**config.mk**
```make
export PLATFORM = sky130hd
export DESIGN_NAME = asu_core
export DESIGN_NICKNAME = d
export VERILOG_FILES = /design/src/design/asu_pkg.sv /design/src/design/asu_core.sv
export SDC_FILE = /design/constraint.sdc
export NUM_CORES = 1
export LEC_CHECK = 0
export BUFFER_PORTS_ARGS = -buffer_cell sky130_fd_sc_hd__buf_4
export CORE_MARGIN = 4
export CORE_UTILIZATION = 45
export DETAILED_ROUTE_END_ITERATION = 7
export PLACE_DENSITY = 0.68
export SETUP_SLACK_MARGIN = 0.3
export SLEW_MARGIN = 25
export SYNTH_ARGS = -nofsm -noshare
export SYNTH_HDL_FRONTEND = slang
export SYNTH_SLANG_ARGS = --single-unit
```
**constraint.sdc**
```tcl
create_clock -name mclk -period 2.8 [get_ports mclk]
set_clock_uncertainty 0.15 [all_clocks]
set_input_delay 0.14 -clock mclk [delete_from_list [all_inputs] [get_ports mclk]]
set_output_delay 0.14 -clock mclk [all_outputs]
set_load 0.03 [all_outputs]
```
**src/design/asu_pkg.sv**
```systemverilog
// package: register map, field positions, reset values and timing counts of the async serial unit
package asu_pkg;
   localparam logic [15:0] ASU_MODE_ADDR = 16'hffa0;
   localparam logic [15:0] ASU_STAT_ADDR = 16'hffa1;
   localparam logic [15:0] ASU_BAUD_ADDR = 16'hffa2;
   localparam logic [15:0] ASU_DATA_ADDR = 16'hffa3;
   localparam int ASU_TXE_POS = 7;
   localparam int ASU_RXE_POS = 6;
   localparam int ASU_PS_HI_POS = 5;
   localparam int ASU_PS_LO_POS = 4;
   localparam int ASU_CL_POS = 3;
   localparam int ASU_SL_POS = 2;
   localparam int ASU_ISRM_POS = 1;
   localparam int ASU_PE_POS = 2;
   localparam int ASU_FE_POS = 1;
   localparam int ASU_OVE_POS = 0;
   localparam int ASU_TPS_LO = 4;
   localparam int ASU_MDL_LO = 0;
   localparam logic [7:0] ASU_MODE_RST = 8'h00;
   localparam logic [7:0] ASU_STAT_RST = 8'h00;
   localparam logic [7:0] ASU_BAUD_RST = 8'h00;
   localparam logic [7:0] ASU_TXD_RST = 8'hff;
   localparam logic [7:0] ASU_RXB_RST = 8'hff;
   localparam logic [3:0] ASU_MDL_BAD = 4'hf;
   localparam logic [4:0] ASU_DIV_BASE = 5'h10;
   localparam logic [1:0] ASU_PAR_NONE = 2'h0;
   localparam logic [1:0] ASU_PAR_ZERO = 2'h1;
   localparam logic [1:0] ASU_PAR_ODD = 2'h2;
   localparam logic [1:0] ASU_PAR_EVEN = 2'h3;
   localparam int ASU_OVS = 2;
   typedef enum logic [2:0] {ASU_IDLE, ASU_START, ASU_DATA, ASU_PAR, ASU_STOP} asu_state_e;
endpackage : asu_pkg

```
**src/design/asu_core.sv**
```systemverilog
// async serial unit: baud generator, transmitter, receiver and byte registers
`timescale 1ns/1ns
`default_nettype none
// Functional notes
// - full duplex, one character after start bit
// - external baud clock pin can source rate
// - write to transmit register starts sending
// - character bit: 0 seven, 1 eight bits
// - shared address: read buffer, write shifter
// - shift register fills, then copies to buffer
// - seven-bit receive clears buffer top bit
// - frame with start, optional parity, stops
// - enable bits pick stop, rx, tx, both
// - parity: none, zero, odd, even
// - stop length bit gives one or two
// - receiver checks only one stop bit
// - mask bit suppresses completion on error
// - status: zeros then parity, framing, overrun
// - parity flag on parity mismatch in odd or even mode only
// - framing flag when stop bit missing
// - overrun when buffer unread at completion
// - overrun repeats until buffer read
// - source select: pin or clock over 2^n
// - divisor select k divides by 16+k for even k, 17+k for odd k; 15 stops the generator
module asu_core (
   input wire logic mclk,
   input wire logic srst,
   input wire logic [15:0] cpu_addr,
   input wire logic cpu_wr,
   input wire logic cpu_rd,
   input wire logic [7:0] cpu_wdata,
   output logic [7:0] cpu_rdata,
   input wire logic serial_input_pin,
   input wire logic external_baud_clock_pin,
   output logic serial_output_pin,
   output logic serial_output_oe_n,
   output logic rx_done_irq,
   output logic tx_done_irq
);
   import asu_pkg::*;

   logic [7:0] serial_mode_control_r;
   logic [7:0] baud_generator_control_r;
   logic [2:0] rx_s_r;
   logic [2:0] ck_s_r;
   logic rx_lvl_r;
   logic ck_lvl_r;
   logic ck_prev_r;
   logic rx_prev_r;
   logic [6:0] pre_r;
   logic [4:0] bdiv_r;
   logic tick_r;
   logic [7:0] cpu_rdata_r;
   logic [7:0] transmit_data_shifter_r;
   asu_state_e tx_st_r;
   logic [3:0] tx_cnt_r;
   logic tx_half_r;
   logic tx_stop2_r;
   logic tx_pin_r;
   logic tx_oe_n_r;
   logic tx_irq_r;
   asu_state_e rx_st_r;
   logic [3:0] rx_cnt_r;
   logic rx_half_r;
   logic [7:0] receive_serial_shifter_r;
   logic [7:0] receive_data_holding_r;
   logic rx_par_r;
   logic unread_r;
   logic [7:0] receive_error_status_r;
   logic rx_irq_r;

   function automatic logic par_bit(input logic [7:0] d, input logic [1:0] ps, input logic cl);
      logic x;
      x = ^(cl ? d : {1'b0, d[6:0]});
      case (ps)
         ASU_PAR_ODD: par_bit = ~x;
         ASU_PAR_EVEN: par_bit = x;
         default: par_bit = 1'b0;
      endcase
   endfunction : par_bit

   // mode fields
   wire txe = serial_mode_control_r[ASU_TXE_POS];
   wire rxe = serial_mode_control_r[ASU_RXE_POS];
   wire [1:0] ps = {serial_mode_control_r[ASU_PS_HI_POS], serial_mode_control_r[ASU_PS_LO_POS]};
   wire cl = serial_mode_control_r[ASU_CL_POS];
   wire sl = serial_mode_control_r[ASU_SL_POS];
   wire isrm = serial_mode_control_r[ASU_ISRM_POS];
   wire [2:0] tps = baud_generator_control_r[ASU_TPS_LO +: 3];
   wire [3:0] mdl = baud_generator_control_r[ASU_MDL_LO +: 4];
   wire [3:0] nbits = cl ? 4'h8 : 4'h7;

   // register decode
   wire wr_mode = cpu_wr && cpu_addr == ASU_MODE_ADDR;
   wire wr_baud = cpu_wr && cpu_addr == ASU_BAUD_ADDR;
   wire wr_tx = cpu_wr && cpu_addr == ASU_DATA_ADDR;
   wire rd_rxb = cpu_rd && cpu_addr == ASU_DATA_ADDR;
   wire [7:0] rd_mux = (cpu_addr == ASU_MODE_ADDR) ? serial_mode_control_r :
                       (cpu_addr == ASU_STAT_ADDR) ? receive_error_status_r :
                       (cpu_addr == ASU_BAUD_ADDR) ? baud_generator_control_r :
                       (cpu_addr == ASU_DATA_ADDR) ? receive_data_holding_r : 8'h00;

   // baud source: pin edge or clock over 2^n
   wire ck_rise = ck_lvl_r && !ck_prev_r;
   wire [6:0] pre_mask = 7'(({7'h00, 1'b1} << tps) - 8'h01);
   wire src_en = (tps == 3'h0) ? ck_rise : ((pre_r & pre_mask) == pre_mask);
   wire [4:0] div_top = 5'(ASU_DIV_BASE + {1'b0, mdl} - 5'h01);
   wire div_ok = mdl != ASU_MDL_BAD;

   // receive line: three flops, level taken when two agree
   always_ff @(posedge mclk) begin
      if (srst) begin
         rx_s_r <= 3'h7;
         rx_lvl_r <= 1'b1;
         rx_prev_r <= 1'b1;
      end else begin
         rx_s_r <= {rx_s_r[1:0], serial_input_pin};
         if (rx_s_r[1] == rx_s_r[2]) rx_lvl_r <= rx_s_r[2];
         rx_prev_r <= rx_lvl_r;
      end
   end

   // external baud clock: same filter, rising edges counted
   always_ff @(posedge mclk) begin
      if (srst) begin
         ck_s_r <= 3'h0;
         ck_lvl_r <= 1'b0;
         ck_prev_r <= 1'b0;
      end else begin
         ck_s_r <= {ck_s_r[1:0], external_baud_clock_pin};
         if (ck_s_r[1] == ck_s_r[2]) ck_lvl_r <= ck_s_r[2];
         ck_prev_r <= ck_lvl_r;
      end
   end

   // tick runs at twice the bit rate: half-bit steps
   always_ff @(posedge mclk) begin
      if (srst) begin
         pre_r <= 7'h00;
         bdiv_r <= 5'h00;
         tick_r <= 1'b0;
      end else begin
         pre_r <= 7'(pre_r + 7'h01);
         tick_r <= 1'b0;
         if (src_en && div_ok) begin
            if (bdiv_r >= 5'(div_top >> 1)) begin
               bdiv_r <= 5'h00;
               tick_r <= 1'b1;
            end else begin
               bdiv_r <= 5'(bdiv_r + 5'h01);
            end
         end
      end
   end

   // mode register: bit 0 always reads zero
   always_ff @(posedge mclk) begin
      if (srst) begin
         serial_mode_control_r <= ASU_MODE_RST;
      end else if (wr_mode) begin
         serial_mode_control_r <= {cpu_wdata[7:1], 1'b0};
      end
   end

   // baud control: bit 7 always reads zero
   always_ff @(posedge mclk) begin
      if (srst) begin
         baud_generator_control_r <= ASU_BAUD_RST;
      end else if (wr_baud) begin
         baud_generator_control_r <= {1'b0, cpu_wdata[6:0]};
      end
   end

   // read data holds until the next read
   always_ff @(posedge mclk) begin
      if (srst) begin
         cpu_rdata_r <= 8'h00;
      end else if (cpu_rd) begin
         cpu_rdata_r <= rd_mux;
      end
   end

   // transmitter
   always_ff @(posedge mclk) begin
      if (srst) begin
         transmit_data_shifter_r <= ASU_TXD_RST;
         tx_st_r <= ASU_IDLE;
         tx_cnt_r <= 4'h0;
         tx_half_r <= 1'b0;
         tx_stop2_r <= 1'b0;
         tx_pin_r <= 1'b1;
         tx_oe_n_r <= 1'b1;
         tx_irq_r <= 1'b0;
      end else begin
         tx_irq_r <= 1'b0;
         tx_oe_n_r <= ~txe;
         if (wr_tx && txe && tx_st_r == ASU_IDLE) begin
            transmit_data_shifter_r <= cpu_wdata;
            tx_st_r <= ASU_START;
            tx_cnt_r <= 4'h0;
            tx_half_r <= 1'b0;
            tx_pin_r <= 1'b0;
         end else if (!txe) begin
            tx_st_r <= ASU_IDLE;
            tx_pin_r <= 1'b1;
         end else if (tick_r && tx_st_r != ASU_IDLE) begin
            tx_half_r <= ~tx_half_r;
            if (tx_half_r) begin
               case (tx_st_r)
                  ASU_START: begin
                     tx_st_r <= ASU_DATA;
                     tx_pin_r <= transmit_data_shifter_r[0];
                     tx_cnt_r <= 4'h1;
                  end
                  ASU_DATA: begin
                     if (tx_cnt_r < nbits) begin
                        tx_pin_r <= transmit_data_shifter_r[tx_cnt_r[2:0]];
                        tx_cnt_r <= 4'(tx_cnt_r + 4'h1);
                     end else if (ps != ASU_PAR_NONE) begin
                        tx_st_r <= ASU_PAR;
                        tx_pin_r <= par_bit(transmit_data_shifter_r, ps, cl);
                     end else begin
                        tx_st_r <= ASU_STOP;
                        tx_pin_r <= 1'b1;
                        tx_stop2_r <= sl;
                     end
                  end
                  ASU_PAR: begin
                     tx_st_r <= ASU_STOP;
                     tx_pin_r <= 1'b1;
                     tx_stop2_r <= sl;
                  end
                  ASU_STOP: begin
                     if (tx_stop2_r) begin
                        tx_stop2_r <= 1'b0;
                     end else begin
                        tx_st_r <= ASU_IDLE;
                        tx_irq_r <= 1'b1;
                     end
                  end
                  default: tx_st_r <= ASU_IDLE;
               endcase
            end
         end
      end
   end

   // receiver: first tick after a falling edge checks start, then one sample per bit
   wire [7:0] rx_data = cl ? receive_serial_shifter_r : {1'b0, receive_serial_shifter_r[7:1]};
   wire par_err = (ps == ASU_PAR_ODD || ps == ASU_PAR_EVEN) &&
                  (rx_par_r != par_bit(rx_data, ps, cl));
   wire fr_err = !rx_lvl_r;
   wire ov_err = unread_r;
   wire any_err = par_err || fr_err || ov_err;
   wire rx_end = rxe && tick_r && rx_half_r && rx_st_r == ASU_STOP;

   always_ff @(posedge mclk) begin
      if (srst) begin
         rx_st_r <= ASU_IDLE;
         rx_cnt_r <= 4'h0;
         rx_half_r <= 1'b0;
         receive_serial_shifter_r <= 8'h00;
         rx_par_r <= 1'b0;
      end else if (!rxe) begin
         rx_st_r <= ASU_IDLE;
      end else if (rx_st_r == ASU_IDLE) begin
         if (!rx_lvl_r && rx_prev_r) begin
            rx_st_r <= ASU_START;
            rx_half_r <= 1'b1;
         end
      end else if (tick_r) begin
         rx_half_r <= ~rx_half_r;
         if (rx_half_r) begin
            case (rx_st_r)
               ASU_START: begin
                  rx_st_r <= rx_lvl_r ? ASU_IDLE : ASU_DATA;
                  rx_cnt_r <= 4'h0;
               end
               ASU_DATA: begin
                  receive_serial_shifter_r <= {rx_lvl_r, receive_serial_shifter_r[7:1]};
                  rx_cnt_r <= 4'(rx_cnt_r + 4'h1);
                  if (4'(rx_cnt_r + 4'h1) == nbits) rx_st_r <= (ps != ASU_PAR_NONE) ? ASU_PAR : ASU_STOP;
               end
               ASU_PAR: begin
                  rx_par_r <= rx_lvl_r;
                  rx_st_r <= ASU_STOP;
               end
               ASU_STOP: rx_st_r <= ASU_IDLE;
               default: rx_st_r <= ASU_IDLE;
            endcase
         end
      end
   end

   // receive buffer takes the character at the stop sample
   always_ff @(posedge mclk) begin
      if (srst) begin
         receive_data_holding_r <= ASU_RXB_RST;
      end else if (rx_end) begin
         receive_data_holding_r <= rx_data;
      end
   end

   // status rewritten at every character end
   always_ff @(posedge mclk) begin
      if (srst) begin
         receive_error_status_r <= ASU_STAT_RST;
      end else if (rx_end) begin
         receive_error_status_r <= {5'h00, par_err, fr_err, ov_err};
      end
   end

   // unread marker: a completion beats a same-cycle read
   always_ff @(posedge mclk) begin
      if (srst) begin
         unread_r <= 1'b0;
      end else if (rx_end) begin
         unread_r <= 1'b1;
      end else if (rd_rxb) begin
         unread_r <= 1'b0;
      end
   end

   // completion pulse, held back on error when masked
   always_ff @(posedge mclk) begin
      if (srst) begin
         rx_irq_r <= 1'b0;
      end else begin
         rx_irq_r <= rx_end && !(any_err && isrm);
      end
   end

   assign cpu_rdata = cpu_rdata_r;
   assign serial_output_pin = tx_pin_r;
   assign serial_output_oe_n = tx_oe_n_r;
   assign rx_done_irq = rx_irq_r;
   assign tx_done_irq = tx_irq_r;
endmodule : asu_core
`default_nettype wire

```
; ---- After elaboration in Yosys (flattened, before gate mapping)
; Cells that the tools add are included.
[word_totals]
ff_bits = 95
in_bits = 30
output_inout_bits = 12
word_cells = 184
[op_classes]
add_sub_neg = 7
order_cmp = 3
n_eq_ne = 31
n_shift = 1
muxes = 49
bitwise = 12
n_reduce_logical = 51
[op_table]
columns = cell, n
row1 = $eq 16x16->1 const B, 4
row2 = $mux 8, 7
row3 = $mux 3, 8
row4 = $mux 1, 21
row5 = $reduce_and 5->1, 4
row6 = $logic_and 1x1->1, 16
row7 = $pmux 4 s2, 2
row8 = $reduce_xor 8->1, 2
row9 = $eq 3x2->1 const B, 4
row10 = $ne 4x4->1 const B, 3
row11 = $pmux 3 s4, 1
row12 = $reduce_and 4->1, 3
row13 = $reduce_bool 2->1, 6
row14 = $not 1->1, 11
row15 = $logic_not 3->1, 3
row16 = $pmux 3 s3, 1
row17 = $add 4x1->4 const B, 2
row18 = $mux 4, 2
row19 = $ne 2x2->1 const B, 4
row20 = $add 7x1->7 const B, 1
row21 = $and 7x7->7, 1
row22 = $eq 7x7->1, 1
row23 = $reduce_and 7->1, 1
row24 = $shl 1x3->7 const A, 1
row25 = other kinds (30), 45

; ---- Depth between registers and ports, before layout
[logic_depth]
ltp_word = 12
ltp_mapped = 12
depth_no_buf = 11

; ---- Worst setup path after synthesis
; OpenSTA, ideal clock, no wires.
[synth_path]
path_type = register -> register
startpoint = register baud_generator_control_r[0]
endpoint = register bdiv_r[3]
setup_ps = 70
arrival_ps = 2375
t_required_ps = 2580
path_slack_ps = 205
stages_incl_launch_ff = 11
n_path_buf = 0
synth_period_minus_slack_ps = 2595
cell_sequence = dfxtp_1 -> inv_1 -> ha_1 -> inv_1 -> ha_1 -> nand2b_1 -> a21o_1 -> a21o_1 -> a211o_1 -> or4_1 -> a21oi_1
[synth_via]
elab_chain_cells = 4
elab_cells_between_ends = 6
classes_between = add/sub (2) / order compare (1) / eq/ne (1) / mux (1) / reduce/logical (1)
[synth_lines]
columns = element, line_no
row1 = start: declaration, asu_core.sv:43  ; logic [7:0] baud_generator_control_r;
row2 = start signal: assignment, asu_core.sv:170  ; baud_generator_control_r <= {1'b0, cpu_wdata[6:0]};
row3 = $add 5x4->5, asu_core.sv:107  ; wire [4:0] div_top = 5'(ASU_DIV_BASE + {1'b0, mdl} - 5'h01);
row4 = $sub 5x1->5, asu_core.sv:107
row5 = $ge 5x4->1, asu_core.sv:146  ; if (bdiv_r >= 5'(div_top >> 1)) begin
row6 = $mux 5, asu_core.sv:146
row7 = end signal: assignment, asu_core.sv:150  ; bdiv_r <= 5'(bdiv_r + 5'h01);
row8 = end: declaration, asu_core.sv:51  ; logic [4:0] bdiv_r;
; Several ways; a longest one is shown, not always the timed one.
; A chain may end at the register's enable or synchronous reset.

; ---- Worst setup path in the final report
[layout_path]
startpoint = register baud_generator_control_r[4]
endpoint = register bdiv_r[3]
[layout_via]
elab_chain_cells = 6
elab_cells_between_ends = 7
classes_between = add/sub (1) / eq/ne (1) / shift (1) / mux (1) / bitwise (1) / reduce/logical (2)
[layout_lines]
columns = element, line_no
row1 = $shl 1x3->7, asu_core.sv:105  ; wire [6:0] pre_mask = 7'(({7'h00, 1'b1} << tps) - 8'h01);
row2 = $sub 7x1->7, asu_core.sv:105
row3 = $and 7x7->7, asu_core.sv:106  ; wire src_en = (tps == 3'h0) ? ck_rise : ((pre_r & pre_mask) == pre_mask);
row4 = $eq 7x7->1, asu_core.sv:106
row5 = $mux 1 *, asu_core.sv:106
row6 = $logic_and 1x1->1 *, asu_core.sv:145  ; if (src_en && div_ok) begin
; Every way passes the cells marked *; elsewhere a longest branch is shown, timed or not.

==> flow_metrics.tcl <==
set metrics [dict create \
    ys_types 53 \
    power_uw 2480 \
    drv_cap 0 \
    layout-drive-gt1-share_pct 17.9 \
    grt_usage_pct 18.7 \
    routed_wl_um 10800 \
    synth_flop_cell "dfxtp_1" \
    postRouteAntennaNets 0 \
    ys_warn_count 0 \
    ir_worst_vdd_mv 0.288 \
    maxSlewHeadroom_pct 51.9 \
    p_per_area_nw_per_um2 444 \
    rrSetupSlack_ns 0.20 \
    core_area_um2 9950 \
    setup_violations 0 \
    gp_congestion 0.819 \
    cp-endpoint "bdiv_r[3]" \
    routedWlPerCell_um 14.7 \
    leakage_uw 0.00203 \
    start_kind "flip-flop" \
    ys_seq_area_share_pct 40.7 \
    synth-async-reset-ratio_pct 0 \
    cp_max_fo 6 \
    netlist_area_um2 4680 \
    grt_setup_unrepaired "true" \
    drc 0 \
    worst_pin_slew_ns 0.722 \
    grt_pass1_vias 3778 \
    seqCellArea_um2 1910 \
    cts-buffers-inserted 9 \
    htree_levels 3 \
    fin_crit_ns 2.60 \
    synth_seq_cells 95 \
    worstPathArrival_ns 2.75 \
    synth_enable_flop_cells 0 \
    crit_path_start "baud_generator_control_r[4]" \
    numPortBuffers 41 \
    final_cells 736 \
    finalNetCount 644 \
    antenna_found_initial 0 \
    crit_path_end_kind "flip-flop" \
    critPathKind "flip-flop to flip-flop" \
    io_pins 42 \
    synthesis.nets 598 \
    grt_start_max_net_pins 56 \
    dp.final_hpwl_um 7490 \
    post-route-period-util_pct 92.8 \
    hold_violations 0 \
    avgSynthCellArea_um2 8.44 \
    drt_iter0_markers 225 \
    worstPathRequired_ns 2.95 \
    die_area_um2 12100 \
    fp.dieW_um 110 \
    slew_viol_final 0 \
    fillers 915 \
    initial_core_util_pct 47.0 \
    grt_pass1_wl_um 17900 \
    clockBufferDepth 2 \
    status "finished, final reports clean" \
    vias 3966 \
    hold_class "primary input to flip-flop" \
    cts_root_buf "clkbuf_8" \
    area_growth_pct 19.4 \
    antenna_cells 0 \
    placementRows 36 \
    viasPerCell 5.39 \
    totalNegativeSetupSlack_ns 0 \
    r2r-end "bdiv_r[3]" \
    die_y_um 110 \
    r2r_start "baud_generator_control_r[4]" \
    cts_tree "built" \
    clock_sinks 95 \
    multi_input_area_um2 2680 \
    synth_cells 554 \
    clk_latency_ns 0.36 \
    fmax_ghz 0.385 \
    place_inst 707 \
    worst_r2r_path_depth 10 \
    clk_pin_slew_worst_paths_ns 0.09 \
    dr.pass1.iters 4 \
    overflow 0 \
]
## kinds of logic (layout without fill, tap and decap cells)
family	count (synthesis)	in the layout	share of synthesized area, %
AO/OA/AOI/OAI	109	109	14.7
XOR/XNOR	28	28	5.54
adder cells (fa/ha/maj)	14	14	3.75
buffers and inverters	54	103	4.65
flip-flops	95	95	40.7
multiplexers	30	30	7.52
AND/OR/NAND/NOR	224	224	23.2
## power by group
part | internal, uW | total [uW] | switching (uW) | leakage [uW]
registers | 1360 | 1360 | 5.58 | 0.000770
clock network | 542 | 1010 | 465 | 0.000108
logic | 56.4 | 110 | 54.1 | 0.00115
total | 1960 | 2480 | 524 | 0.00203
## worst max-delay path, cell delays in order (launching register included)
cell and delay, ns:
dfxtp_2 0.32, or3_4 0.41, ha_4 0.20, xor2_2 0.16
o2bb2a_4 0.14, o2111ai_2 0.10, a31oi_1 0.17, o21ai_1 0.12
buf_4 0.17, or4_4 0.47, a21oi_2 0.11
## area by class of cell
cell class	count	share of cell area [%]
clock buffers	11	2.71
clock inverters	3	1.21
inverters	21	1.41
multi-input cells	405	47.9
flip-flops and latches	95	34.1
well taps	133	2.98
repair buffers	68	9.59
## layout by cell type, fill, tap and decap left out, drive strengths merged, types with 2 or more instances in the layout
cell / netlist / routed
nand3b: 4 / 4
nand4: 6 / 6
a21o: 2 / 2
ha: 14 / 14
dfxtp: 95 / 95
and2: 2 / 2
a21oi: 50 / 50
bufinv: 0 / 2
or2: 7 / 7
o21a: 2 / 2
a211o: 17 / 17
o21bai: 2 / 2
xnor2: 20 / 20
nor4b: 2 / 2
mux4: 4 / 4
a31oi: 5 / 5
o31ai: 3 / 3
a211oi: 5 / 5
nor2b: 9 / 9
nand2: 54 / 54
nor2: 75 / 75
xor2: 7 / 7
clkbuf: 26 / 11
mux2i: 25 / 25
nor3: 7 / 7
nand2b: 17 / 17
dlygate4sd3: 0 / 11
o21ai: 15 / 15
nor4bb: 2 / 2
nor3b: 5 / 5
inv: 21 / 21
nand3: 22 / 22
or3: 6 / 6
buf: 7 / 57
or4: 2 / 2
## cell usage after synthesis (all sizes together) (2+ instances only)
cell type   n  area [um2]
nand3b      4        30.0
xor2        7        61.3
a211o      17         149
a31oi       5        31.3
xnor2      20         175
mux2i      25         250
or3         6        37.5
o21a        2        15.0
nand3      22         110
nor4b       2        23.8
a21o        2        15.0
inv        21        78.8
o31ai       3        22.5
ha         14         175
nand2      54         203
nor4bb      2        20.0
nor3        7        35.0
clkbuf     26        97.6
and2        2        12.5
a211oi      5        42.5
nor3b       5        42.5
or4         2        15.0
a21oi      50         250
o21bai      2        15.0
nor2       75         282
or2         7        43.8
nor2b       9        56.3
o21ai      15        75.1
nand2b     17         106
mux4        4        90.1
nand4       6        37.5
dfxtp      95        1900
buf         7        41.3
## sequential cells by signal, indices dropped and copies added (netlist names), 3 cells and up
signal and cells:
rx_st_r 3, pre_r 7, serial_mode_control_r 7, rx_cnt_r 4, receive_error_status_r 3, receive_serial_shifter_r 8, tx_st_r 3, receive_data_holding_r 8
ck_s_r 3, cpu_rdata 8, bdiv_r 5, rx_s_r 3, baud_generator_control_r 7, transmit_data_shifter_r 8, tx_cnt_r 4
## worst min path at each step
stage / start / endpoint / slack (ns) / cells past startpoint
final: cpu_addr[0] / cpu_rdata[0] / 0.07 / 4
after floorplan: serial_input_pin / rx_s_r[0] / 0.09 / 1
after detailed placement: serial_input_pin / rx_s_r[0] / 0.18 / 2
after global routing: cpu_addr[0] / cpu_rdata[3] / 0.11 / 4
after global placement: serial_input_pin / rx_s_r[0] / 0.17 / 2
after CTS: cpu_addr[0] / cpu_rdata[5] / 0.07 / 4
## through the flow
stage / worst slack (ns) / utilization, % / area [um2] / hold slack (ns)
after floorplan: 0.303 / - / 4680 / 0.0938
after global placement: 0.246 / 51.3 / 5110 / 0.175
after detailed placement: 0.196 / 51.3 / 5110 / 0.178
after CTS: 0.249 / 55.2 / 5500 / 0.0675
after global routing: 0.135 / 56.1 / 5580 / 0.111
final: 0.202 / 56.1 / 5580 / 0.0721
## timing repair
| item | in CTS | in global routing |
|---|---|---|
| endpoints found under the hold margin | 26 | 0 |
| gates cloned | 0 | 1 |
| resized for setup | 8 | 17 |
| pin swaps | 6 | 1 |
| buffers inserted | 2 | 1 |
| endpoints found under the setup margin | 3 | 9 |
| hold buffers | 11 | 0 |
## routing by layer
layer	track usage (%)	up-vias	part of all wire [%]
met4	6.23	0	1.6
met2	30.0	66	47
met3	3.99	15	3.9
met1	24.9	1879	48
li1	-	2006	-
met5	0	-	0
No activity file was read; power rests on OpenSTA's default activity.
